File: config.mk
export PLATFORM = sky130hd
export DESIGN_NAME = ebc_top
export DESIGN_NICKNAME = d
export VERILOG_FILES = /design/src/rtl/ebc_pkg.sv /design/src/rtl/ebc_sync.sv /design/src/rtl/ebc_burst_ctr.sv /design/src/rtl/ebc_top.sv
export VERILOG_INCLUDE_DIRS = /design/src /design/src/rtl
export SDC_FILE = /design/constraint.sdc
export NUM_CORES = 1
export LEC_CHECK = 0
export BUFFER_PORTS_ARGS = -buffer_cell sky130_fd_sc_hd__buf_4
export CELL_PAD_IN_SITES_DETAIL_PLACEMENT = 0
export CELL_PAD_IN_SITES_GLOBAL_PLACEMENT = 2
export CORE_MARGIN = 3
export CORE_UTILIZATION = 33
export CTS_CLUSTER_SIZE = 8
export DETAILED_ROUTE_END_ITERATION = 12
export GPL_ROUTABILITY_DRIVEN = 0
export MAX_ROUTING_LAYER = met4
export PLACE_DENSITY_LB_ADDON = 0.08
export SYNTH_ARGS = -nofsm -noshare
export SYNTH_HDL_FRONTEND = slang
export SYNTH_SLANG_ARGS = --single-unit
File: constraint.sdc
create_clock -name i_sys_clk -period 19.58 [get_ports i_sys_clk]
set_input_delay 0.979 -clock i_sys_clk [delete_from_list [all_inputs] [get_ports i_sys_clk]]
set_output_delay 0.979 -clock i_sys_clk [all_outputs]
set_load 0.03 [all_outputs]
File: src/rtl/ebc_defs.svh
// timing counts, field positions and reset values of the bus control block
`ifndef EBC_DEFS_SVH
`define EBC_DEFS_SVH

// address decode fields
`define EBC_BANK_HI 31
`define EBC_BANK_LO 27
`define EBC_BANK0_CODE 5'h06
`define EBC_BANK1_CODE 5'h07
`define EBC_HOST_BIT 31
`define EBC_ODD_WORD_BIT 0

// cycles before a sampled acknowledge reflects the current access
`define EBC_ACK_WAIT 3'h3
// cycles after reset release before the boot strap is caught
`define EBC_STRAP_WAIT 2'h3

// reset values
`define EBC_ADDR_RST 32'h0000_0000
`define EBC_DATA_RST 64'h0000_0000_0000_0000
`define EBC_CTL_RST 7'h7f

// positions inside the synchronised control group
`define EBC_CTL_RD 0
`define EBC_CTL_WRL 1
`define EBC_CTL_WRH 2
`define EBC_CTL_ACK 3
`define EBC_CTL_BURST 4
`define EBC_CTL_HBG 5
`define EBC_CTL_BCS 6

`endif

File: src/rtl/ebc_pkg.sv
// types shared by the bus control block
package ebc_pkg;
    typedef logic [31:0] ebc_addr_t;
    typedef logic [63:0] ebc_data_t;
    typedef enum logic [2:0] {
        st_idle,
        st_m_wait,
        st_s_mem,
        st_s_gap,
        st_s_end
    } ebc_state_e;
endpackage

File: src/rtl/ebc_sync.sv
// two flip-flop synchroniser for a group of pin inputs
`timescale 1ns/100ps
module ebc_sync #(
    parameter int WIDTH = 1,
    parameter logic [WIDTH-1:0] RESET_VALUE = '0
) (
    // clock and reset
    input wire logic i_sys_clk,
    input wire logic i_rst_n,
    // pins in, synchronised copy out
    input wire logic [WIDTH-1:0] i_async,
    output logic [WIDTH-1:0] o_sync
);
    logic [WIDTH-1:0] meta;

    always_ff @(posedge i_sys_clk or negedge i_rst_n) begin
        if (!i_rst_n) begin
            meta <= RESET_VALUE;
            o_sync <= RESET_VALUE;
        end else begin
            meta <= i_async;
            o_sync <= meta;
        end
    end
endmodule

File: src/rtl/ebc_burst_ctr.sv
// slave-side address counter: loads the first address, then increments
`timescale 1ns/100ps
module ebc_burst_ctr #(
    parameter int WIDTH = 32
) (
    // clock and reset
    input wire logic i_sys_clk,
    input wire logic i_rst_n,
    // control
    input wire logic i_load,
    input wire logic [WIDTH-1:0] i_load_addr,
    input wire logic i_inc,
    // current address
    output logic [WIDTH-1:0] o_addr
);
    logic [WIDTH-1:0] next_addr;

    always_comb begin
        next_addr = o_addr;
        if (i_load) begin
            next_addr = i_load_addr;
        end else if (i_inc) begin
            next_addr = o_addr + {{(WIDTH-1){1'b0}}, 1'b1};
        end
    end

    always_ff @(posedge i_sys_clk or negedge i_rst_n) begin
        if (!i_rst_n) begin
            o_addr <= '0;
        end else begin
            o_addr <= next_addr;
        end
    end
endmodule

File: src/rtl/ebc_top.sv
// external port bus control: master strobes, decode, slave access, strap
//
// Function
// - address bits 31..27 = 00110 asserts bank select zero.
// - address bits 31..27 = 00111 asserts bank select one.
// - address bit 31 set asserts host-space select.
// - selects are registered together with the address bus.
// - master reads (non-SDRAM) assert read strobe together with address.
// - as slave, read strobe is an input requesting internal reads.
// - low write strobe on long word or even word writes and all 32-bit zone writes.
// - high write strobe on long word or odd word writes, 64-bit bus.
// - as slave, both write strobes are inputs marking internal writes.
// - as slave, device holds acknowledge deasserted to add wait states.
// - boot chip select drives during boot accesses.
// - boot chip select pin is sampled at reset as boot mode strap.
// - only the bus master drives address, strobes and boot select; bank and host selects are always driven, high when idle.
// - as slave, address bus is an input for internal accesses.
// - master asserts burst on consecutive addresses; slave counts them.
// - during host burst the slave address increments while burst holds.
// - data bus is driven or received depending on direction.
// - on host grant, address, strobes and boot select float and data drives only for slave reads; bank and host selects drive high.
`timescale 1ns/100ps
`include "ebc_defs.svh"
module ebc_top (
    // clock and reset
    input wire logic i_sys_clk,
    input wire logic i_arst_n,
    // bus ownership from arbitration
    input wire logic i_bus_master,
    input wire logic i_host_bus_grant_n,
    // master request port
    input wire logic i_req,
    input wire logic i_req_write,
    input wire logic i_req_long,
    input wire logic i_req_zone32,
    input wire logic i_req_burst,
    input wire logic i_req_boot,
    input wire logic [31:0] i_req_addr,
    input wire logic [63:0] i_req_wdata,
    output logic o_req_accept,
    output logic o_req_done,
    output logic [63:0] o_req_rdata,
    // slave internal memory port
    output logic o_mem_req,
    output logic o_mem_we,
    output logic [1:0] o_mem_word_en,
    output logic [31:0] o_mem_addr,
    output logic [63:0] o_mem_wdata,
    input wire logic i_mem_ack,
    input wire logic [63:0] i_mem_rdata,
    // address and data pins
    input wire logic [31:0] i_ext_address_bus,
    output logic [31:0] o_ext_address_bus,
    output logic o_ext_address_bus_oe,
    input wire logic [63:0] i_ext_data_bus,
    output logic [63:0] o_ext_data_bus,
    output logic o_ext_data_bus_oe,
    // strobe pins
    input wire logic i_read_strobe_n,
    output logic o_read_strobe_n,
    input wire logic i_write_low_strobe_n,
    output logic o_write_low_strobe_n,
    input wire logic i_write_high_strobe_n,
    output logic o_write_high_strobe_n,
    input wire logic i_burst_flag_n,
    output logic o_burst_flag_n,
    output logic o_ctl_oe,
    // acknowledge pin, open drain
    input wire logic i_ack_n,
    output logic o_ack_n,
    output logic o_ack_oe,
    // select pins
    output logic [1:0] o_bank_select_n,
    output logic o_host_space_select_n,
    input wire logic i_boot_chip_select_n,
    output logic o_boot_chip_select_n,
    output logic o_boot_chip_select_oe,
    // strap result
    output logic o_eprom_boot_strap
);
    // ****************************************
    // reset release and pin synchronisers
    // ****************************************
    logic [1:0] rst_ff;
    logic rst_n;
    logic [31:0] addr_s;
    logic [63:0] data_s;
    logic [6:0] ctl_s;
    logic rd_s, wrl_s, wrh_s, ack_s, burst_s, hbg_s, bcs_s;

    always_ff @(posedge i_sys_clk or negedge i_arst_n) begin
        if (!i_arst_n) begin
            rst_ff <= 2'h0;
        end else begin
            rst_ff <= {rst_ff[0], 1'b1};
        end
    end
    assign rst_n = rst_ff[1];

    ebc_sync #(.WIDTH(32), .RESET_VALUE(`EBC_ADDR_RST)) u_addr_sync (
        .i_sys_clk(i_sys_clk),
        .i_rst_n(rst_n),
        .i_async(i_ext_address_bus),
        .o_sync(addr_s)
    );
    ebc_sync #(.WIDTH(64), .RESET_VALUE(`EBC_DATA_RST)) u_data_sync (
        .i_sys_clk(i_sys_clk),
        .i_rst_n(rst_n),
        .i_async(i_ext_data_bus),
        .o_sync(data_s)
    );
    ebc_sync #(.WIDTH(7), .RESET_VALUE(`EBC_CTL_RST)) u_ctl_sync (
        .i_sys_clk(i_sys_clk),
        .i_rst_n(rst_n),
        .i_async({i_boot_chip_select_n, i_host_bus_grant_n,
                  i_burst_flag_n, i_ack_n, i_write_high_strobe_n,
                  i_write_low_strobe_n, i_read_strobe_n}),
        .o_sync(ctl_s)
    );
    assign rd_s = ctl_s[`EBC_CTL_RD];
    assign wrl_s = ctl_s[`EBC_CTL_WRL];
    assign wrh_s = ctl_s[`EBC_CTL_WRH];
    assign ack_s = ctl_s[`EBC_CTL_ACK];
    assign burst_s = ctl_s[`EBC_CTL_BURST];
    assign hbg_s = ctl_s[`EBC_CTL_HBG];
    assign bcs_s = ctl_s[`EBC_CTL_BCS];

    // ****************************************
    // boot strap capture
    // ****************************************
    logic [1:0] strap_cnt, next_strap_cnt;
    logic strap_done, next_strap_done;
    logic next_strap;

    always_comb begin
        next_strap_cnt = strap_cnt;
        next_strap_done = strap_done;
        next_strap = o_eprom_boot_strap;
        if (!strap_done) begin
            if (strap_cnt == `EBC_STRAP_WAIT) begin
                next_strap = bcs_s;
                next_strap_done = 1'b1;
            end else begin
                next_strap_cnt = strap_cnt + 2'h1;
            end
        end
    end

    always_ff @(posedge i_sys_clk or negedge rst_n) begin
        if (!rst_n) begin
            strap_cnt <= 2'h0;
            strap_done <= 1'b0;
            o_eprom_boot_strap <= 1'b0;
        end else begin
            strap_cnt <= next_strap_cnt;
            strap_done <= next_strap_done;
            o_eprom_boot_strap <= next_strap;
        end
    end

    // ****************************************
    // bus sequencer
    // ****************************************
    ebc_pkg::ebc_state_e state, next_state;
    logic [2:0] cnt, next_cnt;
    logic owner;
    logic slv_hit;
    logic m_write, next_m_write;
    logic ctr_load, ctr_inc;
    logic next_req_accept, next_req_done;
    logic [63:0] next_req_rdata;
    logic next_mem_req, next_mem_we;
    logic [1:0] next_mem_word_en;
    logic [63:0] next_mem_wdata;
    logic [31:0] next_addr_o;
    logic next_addr_oe, next_data_oe, next_ctl_oe;
    logic [63:0] next_data_o;
    logic next_rd_n, next_wrl_n, next_wrh_n, next_burst_n;
    logic next_ack_n, next_ack_oe;
    logic [1:0] next_bank_n;
    logic next_host_n, next_bcs_n, next_bcs_oe;

    // host grant pulls even the arbitrated master off the pins
    assign owner = i_bus_master && hbg_s && strap_done;
    assign slv_hit = !rd_s || !wrl_s || !wrh_s;

    ebc_burst_ctr #(.WIDTH(32)) u_burst_ctr (
        .i_sys_clk(i_sys_clk),
        .i_rst_n(rst_n),
        .i_load(ctr_load),
        .i_load_addr(addr_s),
        .i_inc(ctr_inc),
        .o_addr(o_mem_addr)
    );

    always_comb begin
        next_state = state;
        next_cnt = cnt;
        next_m_write = m_write;
        ctr_load = 1'b0;
        ctr_inc = 1'b0;
        next_req_accept = 1'b0;
        next_req_done = 1'b0;
        next_req_rdata = o_req_rdata;
        next_mem_req = 1'b0;
        next_mem_we = o_mem_we;
        next_mem_word_en = o_mem_word_en;
        next_mem_wdata = o_mem_wdata;
        next_addr_o = o_ext_address_bus;
        next_addr_oe = o_ext_address_bus_oe;
        next_data_o = o_ext_data_bus;
        next_data_oe = o_ext_data_bus_oe;
        next_ctl_oe = o_ctl_oe;
        next_rd_n = o_read_strobe_n;
        next_wrl_n = o_write_low_strobe_n;
        next_wrh_n = o_write_high_strobe_n;
        next_burst_n = o_burst_flag_n;
        next_ack_n = o_ack_n;
        next_ack_oe = o_ack_oe;
        next_bank_n = o_bank_select_n;
        next_host_n = o_host_space_select_n;
        next_bcs_n = o_boot_chip_select_n;
        next_bcs_oe = o_boot_chip_select_oe;
        unique case (state)
            ebc_pkg::st_idle: begin
                next_rd_n = 1'b1;
                next_wrl_n = 1'b1;
                next_wrh_n = 1'b1;
                next_burst_n = 1'b1;
                next_bank_n = 2'h3;
                next_host_n = 1'b1;
                next_bcs_n = 1'b1;
                next_data_oe = 1'b0;
                next_ack_oe = 1'b0;
                next_ack_n = 1'b1;
                next_addr_oe = owner;
                next_ctl_oe = owner;
                next_bcs_oe = owner;
                if (owner && i_req) begin
                    next_req_accept = 1'b1;
                    next_m_write = i_req_write;
                    next_addr_o = i_req_addr;
                    // decode registered with the address
                    next_bank_n[0] = !(i_req_addr[`EBC_BANK_HI:`EBC_BANK_LO]
                                       == `EBC_BANK0_CODE);
                    next_bank_n[1] = !(i_req_addr[`EBC_BANK_HI:`EBC_BANK_LO]
                                       == `EBC_BANK1_CODE);
                    next_host_n = !i_req_addr[`EBC_HOST_BIT];
                    next_bcs_n = !i_req_boot;
                    next_burst_n = !i_req_burst;
                    next_rd_n = i_req_write;
                    next_wrl_n = !(i_req_write && (i_req_zone32
                                   || i_req_long
                                   || !i_req_addr[`EBC_ODD_WORD_BIT]));
                    next_wrh_n = !(i_req_write && !i_req_zone32
                                   && (i_req_long
                                   || i_req_addr[`EBC_ODD_WORD_BIT]));
                    next_data_o = i_req_wdata;
                    next_data_oe = i_req_write;
                    next_cnt = `EBC_ACK_WAIT;
                    next_state = ebc_pkg::st_m_wait;
                end else if (!owner && slv_hit) begin
                    ctr_load = 1'b1;
                    next_mem_req = 1'b1;
                    next_mem_we = rd_s;
                    next_mem_word_en = {!wrh_s, !wrl_s};
                    next_mem_wdata = data_s;
                    next_ack_oe = 1'b1;
                    next_ack_n = 1'b0;
                    next_state = ebc_pkg::st_s_mem;
                end
            end
            ebc_pkg::st_m_wait: begin
                if (cnt != 3'h0) begin
                    next_cnt = cnt - 3'h1;
                end else if (ack_s) begin
                    // access stretched while acknowledge low
                    next_req_done = 1'b1;
                    if (!m_write) begin
                        next_req_rdata = data_s;
                    end
                    next_rd_n = 1'b1;
                    next_wrl_n = 1'b1;
                    next_wrh_n = 1'b1;
                    next_data_oe = 1'b0;
                    next_state = ebc_pkg::st_idle;
                end
            end
            ebc_pkg::st_s_mem: begin
                if (i_mem_ack) begin
                    if (!o_mem_we) begin
                        next_data_o = i_mem_rdata;
                        next_data_oe = 1'b1;
                    end
                    next_ack_oe = 1'b0;
                    next_ack_n = 1'b1;
                    next_cnt = `EBC_ACK_WAIT;
                    next_state = ebc_pkg::st_s_gap;
                end
            end
            ebc_pkg::st_s_gap: begin
                if (cnt != 3'h0) begin
                    next_cnt = cnt - 3'h1;
                end else if (!burst_s && slv_hit && !owner) begin
                    ctr_inc = 1'b1;
                    next_mem_req = 1'b1;
                    next_mem_wdata = data_s;
                    next_data_oe = 1'b0;
                    next_ack_oe = 1'b1;
                    next_ack_n = 1'b0;
                    next_state = ebc_pkg::st_s_mem;
                end else begin
                    next_state = ebc_pkg::st_s_end;
                end
            end
            ebc_pkg::st_s_end: begin
                // one access per strobe outside a burst
                if (!slv_hit) begin
                    next_data_oe = 1'b0;
                    next_state = ebc_pkg::st_idle;
                end
            end
            default: begin
                next_state = ebc_pkg::st_idle;
            end
        endcase
    end

    always_ff @(posedge i_sys_clk or negedge rst_n) begin
        if (!rst_n) begin
            state <= ebc_pkg::st_idle;
            cnt <= 3'h0;
            m_write <= 1'b0;
            o_req_accept <= 1'b0;
            o_req_done <= 1'b0;
            o_req_rdata <= `EBC_DATA_RST;
            o_mem_req <= 1'b0;
            o_mem_we <= 1'b0;
            o_mem_word_en <= 2'h0;
            o_mem_wdata <= `EBC_DATA_RST;
            o_ext_address_bus <= `EBC_ADDR_RST;
            o_ext_address_bus_oe <= 1'b0;
            o_ext_data_bus <= `EBC_DATA_RST;
            o_ext_data_bus_oe <= 1'b0;
            o_ctl_oe <= 1'b0;
            o_read_strobe_n <= 1'b1;
            o_write_low_strobe_n <= 1'b1;
            o_write_high_strobe_n <= 1'b1;
            o_burst_flag_n <= 1'b1;
            o_ack_n <= 1'b1;
            o_ack_oe <= 1'b0;
            o_bank_select_n <= 2'h3;
            o_host_space_select_n <= 1'b1;
            o_boot_chip_select_n <= 1'b1;
            o_boot_chip_select_oe <= 1'b0;
        end else begin
            state <= next_state;
            cnt <= next_cnt;
            m_write <= next_m_write;
            o_req_accept <= next_req_accept;
            o_req_done <= next_req_done;
            o_req_rdata <= next_req_rdata;
            o_mem_req <= next_mem_req;
            o_mem_we <= next_mem_we;
            o_mem_word_en <= next_mem_word_en;
            o_mem_wdata <= next_mem_wdata;
            o_ext_address_bus <= next_addr_o;
            o_ext_address_bus_oe <= next_addr_oe;
            o_ext_data_bus <= next_data_o;
            o_ext_data_bus_oe <= next_data_oe;
            o_ctl_oe <= next_ctl_oe;
            o_read_strobe_n <= next_rd_n;
            o_write_low_strobe_n <= next_wrl_n;
            o_write_high_strobe_n <= next_wrh_n;
            o_burst_flag_n <= next_burst_n;
            o_ack_n <= next_ack_n;
            o_ack_oe <= next_ack_oe;
            o_bank_select_n <= next_bank_n;
            o_host_space_select_n <= next_host_n;
            o_boot_chip_select_n <= next_bcs_n;
            o_boot_chip_select_oe <= next_bcs_oe;
        end
    end
endmodule

Word level (Yosys, flattened, before mapping). Index checks and enable logic that the tools add are counted.

Memories: 0. Logic and storage cells: 177. RAM bits: 0. Latch bits: 0. Output and inout port bits: 277. Bits in registers: 493. Bits in read-only memories: 0.

Bitwise gates (word level): 5. Mux-type cells: 66. Order comparisons: 0. Add/sub/neg operators: 3. Divide/modulo/power cells: 0. Equal/unequal tests: 19. Reduce and logical (&&, ||, !) cells: 50. Shifts and indexed selects: 0. Multipliers: 0.

Operators with widths (number): 64-bit 2-to-1 mux (7); 64-bit case mux with 2 select lines (2); 32-bit 2-to-1 mux (2); 1-bit 2-to-1 mux (35); 32-bit by 1-bit adder with 32-bit output (second input constant) (1); 3-bit 2-to-1 mux (10); 2-bit inequality test (second input constant) (9); 4-bit AND reduction (4); 3-bit case mux with 5 select lines (1); 1-bit logical NOT (14); 5-bit by 3-bit == test with 1-bit output (second input constant) (2); 1-bit logical AND (9); 3-bit case mux with 3 select lines (1); 3-bit nonzero test (3); 1-bit case mux with 2 select lines (4); 8-bit AND reduction (1); 2-bit nonzero test (4); 3-bit by 2-bit == test with 1-bit output (second input constant) (2); 1-bit case mux with 3 select lines (2); 2-bit AND reduction (3); 3-bit AND reduction (2); 6-bit AND reduction (1); 1-bit logical OR (5); 1-bit NOT (5); other kinds (13) (14).

Longest topological paths before layout. Gate-level depths: netlist of run 1.

Word-level depth: 10. Mapped depth: 11. Mapped depth without buffers: 8.

By module. A second synthesis of run 1 with hierarchy kept.

Cell total of the unflattened synthesis: 1185. Area total of the unflattened synthesis: 17834.6 µm².

By module, submodules not included: ebc_top (area each 10695.3 µm², instances 1, cells an instance 760, sequential area each 6392.4 µm²); ebc_sync at u_data_sync (area each 3203.1 µm², instances 1, cells an instance 128, sequential area each 3203.1 µm²); ebc_burst_ctr (area each 1966.9 µm², instances 1, cells an instance 219, sequential area each 800.8 µm²); ebc_sync at u_addr_sync (area each 1601.5 µm², instances 1, cells an instance 64, sequential area each 1601.5 µm²); ebc_sync at u_ctl_sync (area each 367.9 µm², instances 1, cells an instance 14, sequential area each 367.9 µm²).

Worst setup path after synthesis of run 1. No wires, ideal clock.

Path kind: input-to-reg. From: in i_bus_master. To: reg u_burst_ctr.o_addr[20]. Arrival: 2.071 ns. Cell stages on the path: 8. Setup time: 0.121 ns. Path buffers: 2. Path slack: 17.388 ns. Cells stage by stage: nand3_1 > nand2_1 > a211o_1 > buf_2 > clkinv_2 > buf_6 > o21ai_1 > a22o_1.

Word-level cells in the longest chain between the ends: 8. Elaborated cells between the ends (all ways): 14. Classes of those cells: mux (7); reduce/logical (7).

Ends and longest elaborated chain: start, declared (line ebc_top.sv:29) `input wire logic i_bus_master,`; 1-bit logical AND * (2 in a row) (line ebc_top.sv:184) `assign owner = i_bus_master && hbg_s && strap_done;`; 1-bit logical NOT (line ebc_top.sv:262, ebc_top.sv:304); 1-bit logical AND (on tied branches) (line ebc_top.sv:262, ebc_top.sv:304); 1-bit 2-to-1 mux (on tied branches) (line ebc_top.sv:262, ebc_top.sv:304); 1-bit 2-to-1 mux (on tied branches) (line ebc_top.sv:239, ebc_top.sv:302); 1-bit 2-to-1 mux (line ebc_top.sv:224) `unique case (state)`; 32-bit 2-to-1 mux / 2-bit nonzero test (equally long branches); end signal, assigned (line ebc_burst_ctr.sv:31) `o_addr <= next_addr;`; end, declared (line ebc_burst_ctr.sv:14) `output logic [WIDTH-1:0] o_addr`.

Every way passes the cells marked *; elsewhere a longest branch is shown, timed or not. A chain may end at the register's enable or synchronous reset.

Worst setup path in the final report of run 1.
From: reg state[0]. To: reg o_ext_data_bus[19].

Word-level cells in the longest chain between the ends: 3. Elaborated cells between the ends (all ways): 8. Classes of those cells: eq/ne (4); mux (1); reduce/logical (3).

Ends and longest elaborated chain: start, declared (line ebc_top.sv:164) `ebc_pkg::ebc_state_e state, next_state;`; start signal, assigned (line ebc_top.sv:331) `state <= ebc_pkg::st_idle;`; start signal, assigned (line ebc_top.sv:357) `state <= next_state;`; 3-bit by 2-bit == test with 1-bit output / 3-bit logical NOT (equally long branches) (line ebc_top.sv:224); 2-bit inequality test (no source line) / 2-bit nonzero test (equally long branches); 4-bit AND reduction (no source line); end signal, assigned (line ebc_top.sv:343) `` o_ext_data_bus <= `EBC_DATA_RST; ``; end signal, assigned (line ebc_top.sv:369) `o_ext_data_bus <= next_data_o;`; end, declared (line ebc_top.sv:56) `output logic [63:0] o_ext_data_bus,`.

Parallel ways exist; a longest one is shown, timed or not.

==> flow_metrics.env, run 1 <==
export IMPL_status="finished, final reports clean"
export IMPL_synth_flop_cell="dfrtp_1"
export IMPL_r2r_setup_slack_ns=15.95
export IMPL_synth_top_cell_area_share=0.6575
export IMPL_maxSlewViolCount=0
export IMPL_pin_count=550
export IMPL_grt_pass1_wl_um=79160
export IMPL_worst_pin_slew_ns=1.116
export IMPL_synthXorXnorAreaFrac=0.006855
export IMPL_place_area_sq_um=22500
export IMPL_finalSetupTns_ns=0
export IMPL_min_period_ns=3.631
export IMPL_synth_edf_count=0
export IMPL_route_detailed_wl_per_inst_um=20.29
export IMPL_die_width_um=238.8
export IMPL_yosysMostFrequentCell="dfrtp_1"
export IMPL_cts_setup_buffers=0
export IMPL_crit_chain="or3_4 > nor2_8 > buf_4 > a31o_4 > buf_4 > nor2_1 > a21oi_2"
export IMPL_worstSkewPairLatency_ns=0.59
export IMPL_p_per_area_nw_per_um2=171.3
export IMPL_initial_utilization=0.3370
export IMPL_worstPathRequired_ns=20.07
export IMPL_r2r_cells=7
export IMPL_drive_gt1_frac=0.4209
export IMPL_ir_drop_mv=0.08360
export IMPL_synthDistinctLibCells=68
export IMPL_fin_util=0.4616
export IMPL_final_cells=2622
export IMPL_clock_sinks=493
export IMPL_whs_ns=0.1775
export IMPL_cts_made_buffers=71
export IMPL_dp_hpwl_um=37940
export IMPL_multi_input_area_sq_um=4999
export IMPL_grt_ovfl_total=0
export IMPL_dieArea_sq_um=57030
export IMPL_synth_cells=1341
export IMPL_setup_viol=0
export IMPL_finalHoldViolations=0
export IMPL_yosys_area_share_simple=0.1037
export IMPL_drt_drc_violations_left=0
export IMPL_hold_path_class="input pin to asynchronous set/reset pin"
export IMPL_synthAdderAreaFrac=0.002798
export IMPL_coreArea_sq_um=53080
export IMPL_grt_max_degree=79
export IMPL_vias=12030
export IMPL_synth_mux_area_frac=0.09814
export IMPL_drt_initial_drc_count=629
export IMPL_critPathBufInv=2
export IMPL_synth_top_family_by_area="simple AND/OR/NAND/NOR gates"
export IMPL_netlist_area_sq_um=17890
export IMPL_crit_family="buffers and inverters"
export IMPL_endpoint_kind="flop"
export IMPL_grt_pass1_vias=12830
export IMPL_avgSynthCellArea_sq_um=13.34
export IMPL_regToRegEndpoint="o_ext_data_bus[19]"
export IMPL_synth_compound_area_frac=0.06645
export IMPL_cp_max_fo=72
export IMPL_tritoncts="yes"
export IMPL_cts_root_buffer="clkbuf_16"
export IMPL_synthTopCellsByCount="470 x dfrtp_1, 239 x nand2_1, 94 x nor2_1"
export IMPL_arrival_ns=4.12
export IMPL_synth_area_top_cells="dfrtp_1 66%, nand2_1 5.0%, mux2_2 4.7%"
export IMPL_cap_violations=0
export IMPL_max_slew_margin=0.2559
export IMPL_syn_nets=1618
export IMPL_start_kind="flop"
export IMPL_ys_ff_latch=493
export IMPL_cpMostUsedCell="buf_4"
export IMPL_hold_buffers=0
export IMPL_cts_max_level=3
export IMPL_area_growth_pct=36.96
export IMPL_crit_cells=7
export IMPL_criticalPathCategory="flop to flop"
export IMPL_rows=84
export IMPL_grt_usage=0.1899
export IMPL_synth_top_cell_by_area="dfrtp_1"
export IMPL_antenna_found_initial=6
export IMPL_endpoint="o_ext_data_bus[19]"
export IMPL_cpMaxStageDelayCell="a31o_4"
export IMPL_critPathMaxStageDelay_ns=0.79
export IMPL_die_h_um=238.8
export IMPL_fin_crit_sh=0.1854
export IMPL_final_seq_area_sq_um=12370
export IMPL_fillers=4864
export IMPL_p_leak_nw=11.90
export IMPL_final_nets=2186
export IMPL_first_pass_iters=4
export IMPL_dp_cells=2524
export IMPL_clk_pin_slew_ns=0.05
export IMPL_clock_path_buffers=3
export IMPL_wl_um=53190
export IMPL_ys_seq_area_frac=0.6913
export IMPL_fmax_ghz=0.2754
export IMPL_drtAntennaViolNets=0
export IMPL_async_flop_share=1.000
export IMPL_post_cts_resize_count=0
export IMPL_crit_start="state[0]"
export IMPL_yosys_warnings=0
export IMPL_rsz0062_at_grt="false"
export IMPL_vias_per_cell=4.588
export IMPL_port_buffer_count=549
export IMPL_r2r_start="state[0]"
export IMPL_finClkSkew_ns=0.02598
export IMPL_fin_area_sq_um=24500
==> how the worst min path moves through the flow <==
stage                               from                     end  slack [ns]  cells past startpoint
global route                    i_arst_n               rst_ff[1]        0.13                      1
CTS                             i_arst_n               rst_ff[1]        0.13                      1
global placement    u_data_sync.meta[33]  u_data_sync.o_sync[33]        0.33                      0
floorplan                      rst_ff[0]               rst_ff[1]        0.33                      0
detailed placement  u_data_sync.meta[17]  u_data_sync.o_sync[17]        0.33                      0
finish                          i_arst_n               rst_ff[1]        0.18                      1
==> registers in the layout, indices dropped and copies added, names as in the netlist, 32 cells and up <==
signal / flops
o_ext_address_bus: 32
u_addr_sync.o_sync: 32
u_data_sync.o_sync: 64
o_req_rdata: 64
u_addr_sync.meta: 32
o_ext_data_bus: 64
u_data_sync.meta: 64
u_burst_ctr.o_addr: 32
o_mem_wdata: 64
==> stage by stage <==
step	power [mW]	worst slack, ns
floorplan	2.490	4.862
global placement	3.121	15.68
detailed placement	3.133	15.63
CTS	4.271	15.73
global route	4.432	15.31
finish	4.196	15.95
==> power by group <==
group	switching [mW]	internal [mW]	leakage (nW)
Combinational	1.02	0.590	5.03
Sequential	0.190	1.29	5.90
Clock	0.419	0.687	0.968
Total	1.63	2.57	11.9
==> per-layer routing <==
layer  up-vias  track usage  share of wire
met3        81      0.06934          0.080
li1       5669            -              -
met5         -            -              0
met2       350       0.3013           0.49
met1      5931       0.2277           0.41
met4         0      0.05644          0.026
==> layout make-up <==
cell class	count	area share
Sequential cell	493	0.5049
Multi-Input combinational cell	768	0.2040
Timing Repair Buffer	563	0.1725
Clock buffer	90	0.07978
Tap cell	688	0.03514
Inverter	12	0.001890
Clock inverter	3	0.001226
Antenna cell	5	0.0005107
==> cells by family (layout without fill, tap and decap cells) <==
logic type,after synthesis,count (layout)
AOI/OAI and AO/OA,167,167
buffers and inverters,80,668
other,1,6
and+or+nand+nor,419,419
xor gates and xnor gates,14,14
DFF,493,493
muxes,163,163
adders and majority gates,4,4
==> cells in the final DEF, fill, tap and decap left out, drive strengths merged, types with 6 or more instances in the layout <==
master	instances
a31oi	11
xor2	6
a21oi	81
and3	7
dfrtp	470
nand3	21
nand4	13
nor3	11
nor2	96
mux2i	64
inv	12
xnor2	8
buf	563
nand2	239
dfstp	23
mux2	99
or3	6
o21ai	37
clkbuf	90
(Power assumes the default switching activity.)
==> run 2, diff against run 1 <==
--- a/config.mk
+++ b/config.mk
@@ -6,11 +6,12 @@
 export SDC_FILE = /design/constraint.sdc
 export NUM_CORES = 1
 export LEC_CHECK = 0
+export ABC_AREA = 1
 export BUFFER_PORTS_ARGS = -buffer_cell sky130_fd_sc_hd__buf_4
 export CELL_PAD_IN_SITES_DETAIL_PLACEMENT = 0
 export CELL_PAD_IN_SITES_GLOBAL_PLACEMENT = 2
 export CORE_MARGIN = 3
-export CORE_UTILIZATION = 33
+export CORE_UTILIZATION = 31
 export CTS_CLUSTER_SIZE = 8
 export DETAILED_ROUTE_END_ITERATION = 12
 export GPL_ROUTABILITY_DRIVEN = 0
==> constraint.sdc (replaced) <==
create_clock -name i_sys_clk -period 3.4 [get_ports i_sys_clk]
set_input_delay 0.17 -clock i_sys_clk [delete_from_list [all_inputs] [get_ports i_sys_clk]]
set_output_delay 0.17 -clock i_sys_clk [all_outputs]
set_load 0.03 [all_outputs]
==> run 2 against run 1 <==
Die area up 10%. Total power rose to 6.1 times the previous value. Clock skew grew 0.0083 ns. Synthesized cell count up 46%. Final cell count rose by 37%. Routed wire length grew 20%. Maximum frequency grew 37%. Largest cell class unchanged.
==> flow_metrics.env, run 2 <==
export IMPL_status="finished, final reports clean"
export IMPL_combPwrFrac=0.420
export IMPL_cts_max_level=3
export IMPL_tritoncts="yes"
export IMPL_vias_per_cell=4.404
export IMPL_fmax_ghz=0.3787
export IMPL_avgSynthCellArea_sq_um=9.472
export IMPL_grt_pass1_vias=16380
export IMPL_synth_top_cell_by_area="dfrtp_1"
export IMPL_most_common_layout_cells="877 x nand2_1, 562 x buf_4, 469 x dfrtp_1"
export IMPL_async_flop_share=1.000
export IMPL_dieArea_sq_um=62950
export IMPL_synth_cells=1963
export IMPL_ys_seq_area_frac=0.6651
export IMPL_syn_nets=2240
export IMPL_synthXorXnorAreaFrac=0.002826
export IMPL_cp_max_fo=45
export IMPL_p_per_area_nw_per_um2=913.5
export IMPL_grt_max_degree=103
export IMPL_synth_top_cell_area_share=0.6326
export IMPL_netlist_area_sq_um=18590
export IMPL_internal_power_mw=15.12
export IMPL_start_kind="flop"
export IMPL_initial_utilization=0.3144
export IMPL_synth_compound_area_frac=0.03849
export IMPL_switching_power_mw=10.68
export IMPL_worstSkewPairLatency_ns=0.60
export IMPL_criticalPathCategory="flop to flop"
export IMPL_clkPwrFrac=0.247
export IMPL_wl_um=63900
export IMPL_grt_ovfl_total=0
export IMPL_place_area_sq_um=23530
export IMPL_final_common_cell="nand2_1"
export IMPL_post_cts_resize_count=0
export IMPL_endpoint_kind="flop"
export IMPL_yosysMostFrequentCell="nand2_1"
export IMPL_synth_mux_area_frac=0
export IMPL_maxSlewViolCount=0
export IMPL_yosys_warnings=0
export IMPL_fin_area_sq_um=28250
export IMPL_fin_ws_ns=0.7592
export IMPL_p_leak_nw=14.42
export IMPL_clock_path_buffers=3
export IMPL_first_pass_iters=5
export IMPL_worstPathRequired_ns=3.91
export IMPL_rows=89
export IMPL_cts_root_buffer="clkbuf_16"
export IMPL_drive_gt1_frac=0.2539
export IMPL_synth_flop_cell="dfrtp_1"
export IMPL_area_growth_pct=51.94
export IMPL_cap_violations=0
export IMPL_fin_crit_sh=0.7767
export IMPL_grt_usage=0.2072
export IMPL_cts_made_buffers=71
export IMPL_coreArea_sq_um=59130
export IMPL_worst_pin_slew_ns=0.9492
export IMPL_synth_top_family_by_area="simple AND/OR/NAND/NOR gates"
export IMPL_drtAntennaViolNets=0
export IMPL_finalSetupTns_ns=0
export IMPL_vias=15850
export IMPL_antenna_found_initial=11
export IMPL_setup_viol=0
export IMPL_clock_sinks=493
export IMPL_min_period_ns=2.641
export IMPL_yosys_area_share_simple=0.2398
export IMPL_p_seq_frac=0.332
export IMPL_drt_drc_violations_left=0
export IMPL_grt_pass1_wl_um=97860
export IMPL_min_path_cells=5
export IMPL_arrival_ns=3.16
export IMPL_finClkSkew_ns=0.03429
export IMPL_fillers=5693
export IMPL_max_slew_margin=0.3672
export IMPL_dp_cells=3224
export IMPL_synth_edf_count=0
export IMPL_die_width_um=250.9
export IMPL_pin_count=550
export IMPL_dp_slack_ns=0.7343
export IMPL_synthAdderAreaFrac=0.002692
export IMPL_die_h_um=250.9
export IMPL_ys_ff_latch=493
export IMPL_synth_area_top_cells="dfrtp_1 63%, nand2_1 18%, dfstp_2 3.3%"
export IMPL_final_cells=3600
export IMPL_rsz0062_at_grt="false"
export IMPL_final_nets=3073
export IMPL_cts_setup_buffers=0
export IMPL_swShare=0.4140
export IMPL_route_detailed_wl_per_inst_um=17.75
export IMPL_r2r_cells=10
export IMPL_synthTopCellsByCount="879 x nand2_1, 470 x dfrtp_1, 119 x inv_1"
export IMPL_hold_path_class="input pin to flop"
export IMPL_dp_hpwl_um=44940
export IMPL_synthDistinctLibCells=39
export IMPL_port_buffer_count=549
export IMPL_drt_initial_drc_count=897
export IMPL_ir_drop_mv=0.4404
export IMPL_hold_buffers=272
export IMPL_clk_pin_slew_ns=0.05
export IMPL_finalHoldViolations=0
## run 2: cell count changes after synthesis, sizes merged, moves of 61 or more
| cell | before | now |
|---|---|---|
| inv | 11 | 127 |
| mux2 | 99 | 0 |
| mux2i | 64 | 0 |
| nand2 | 239 | 890 |
| nand3 | 21 | 115 |
| o21ai | 37 | 98 |
## run 2: power by group through the flow
stage	logic [mW]	registers, mW	clock network, mW
2_1_floorplan	3.70	11.1	0
3_3_place_gp	10.4	8.62	0
3_5_place_dp	10.4	8.64	0
4_1_cts	11.0	8.60	6.61
5_1_grt	11.8	8.78	6.86
6_report	10.8	8.58	6.39
## run 2: kinds of logic (layout without fill, tap and decap cells)
family | count (synthesis) | count (layout)
other cells | 1 | 12
flops | 493 | 493
compound gates | 130 | 130
simple gates | 1118 | 1118
fa+ha+maj | 4 | 4
xor+xnor | 6 | 6
buf+inv | 211 | 1064
## run 2: per-layer routing
layer / global-route usage / part of all wire / up-vias / wire, um
li1: - / - / 7714 / -
met1: 0.2541 / 0.42 / 7602 / 27130
met2: 0.3305 / 0.48 / 437 / 30650
met3: 0.05928 / 0.068 / 101 / 4324
met4: 0.07061 / 0.028 / 0 / 1787
met5: - / 0 / - / 0
## run 2: worst paths after layout
| path | to | slack, ns | startpoint |
|---|---|---|---|
| worst max-delay path | o_ext_data_bus[1] | 0.76 | state[1] |
| worst min-delay path | o_ext_data_bus[49] | 0.05 | i_req_wdata[49] |
| worst max register to register | o_ext_data_bus[1] | 0.76 | state[1] |
| worst min register to register | o_ext_address_bus[3] | 0.34 | rst_ff[1] |
| max in group asynchronous | u_data_sync.meta[39] | 1.98 | rst_ff[1] |
| min in group asynchronous | o_ext_address_bus[3] | 0.34 | rst_ff[1] |
## run 2: cell type report
type                            count  area [sq um]  share of cell area
Sequential cell                   493         12370              0.4378
Timing Repair Buffer              844          7142              0.2528
Multi-Input combinational cell   1259          5293              0.1873
Clock buffer                       86          1833             0.06488
Tap cell                          773         967.2             0.03424
Inverter                          127         483.0             0.01710
Clock inverter                      7         136.4            0.004828
Antenna cell                       11         27.53           0.0009744
## run 2: metrics by stage
| stage | power (mW) | hold WS (ns) | util |
|---|---|---|---|
| 4_1_cts | 26.24 | 0.0007199 | 0.4773 |
| 5_1_grt | 27.44 | 0.04613 | 0.4778 |
| 2_1_floorplan | 14.82 | -0.1256 | - |
| 6_report | 25.81 | 0.04820 | 0.4778 |
| 3_5_place_dp | 19.07 | -0.04717 | 0.3980 |
| 3_3_place_gp | 18.98 | -0.04547 | 0.3980 |
## run 2: critical path, stage by stage, from the launching register on
cell and delay [ns]:
dfrtp_1 0.40, inv_2 0.07, nor2_1 0.18, nand2_2 0.08, inv_2 0.37, buf_4 0.49
nand2_1 0.10, nand2_1 0.11, dlygate4sd3_1 0.59, nand2_1 0.06, o21ai_1 0.07
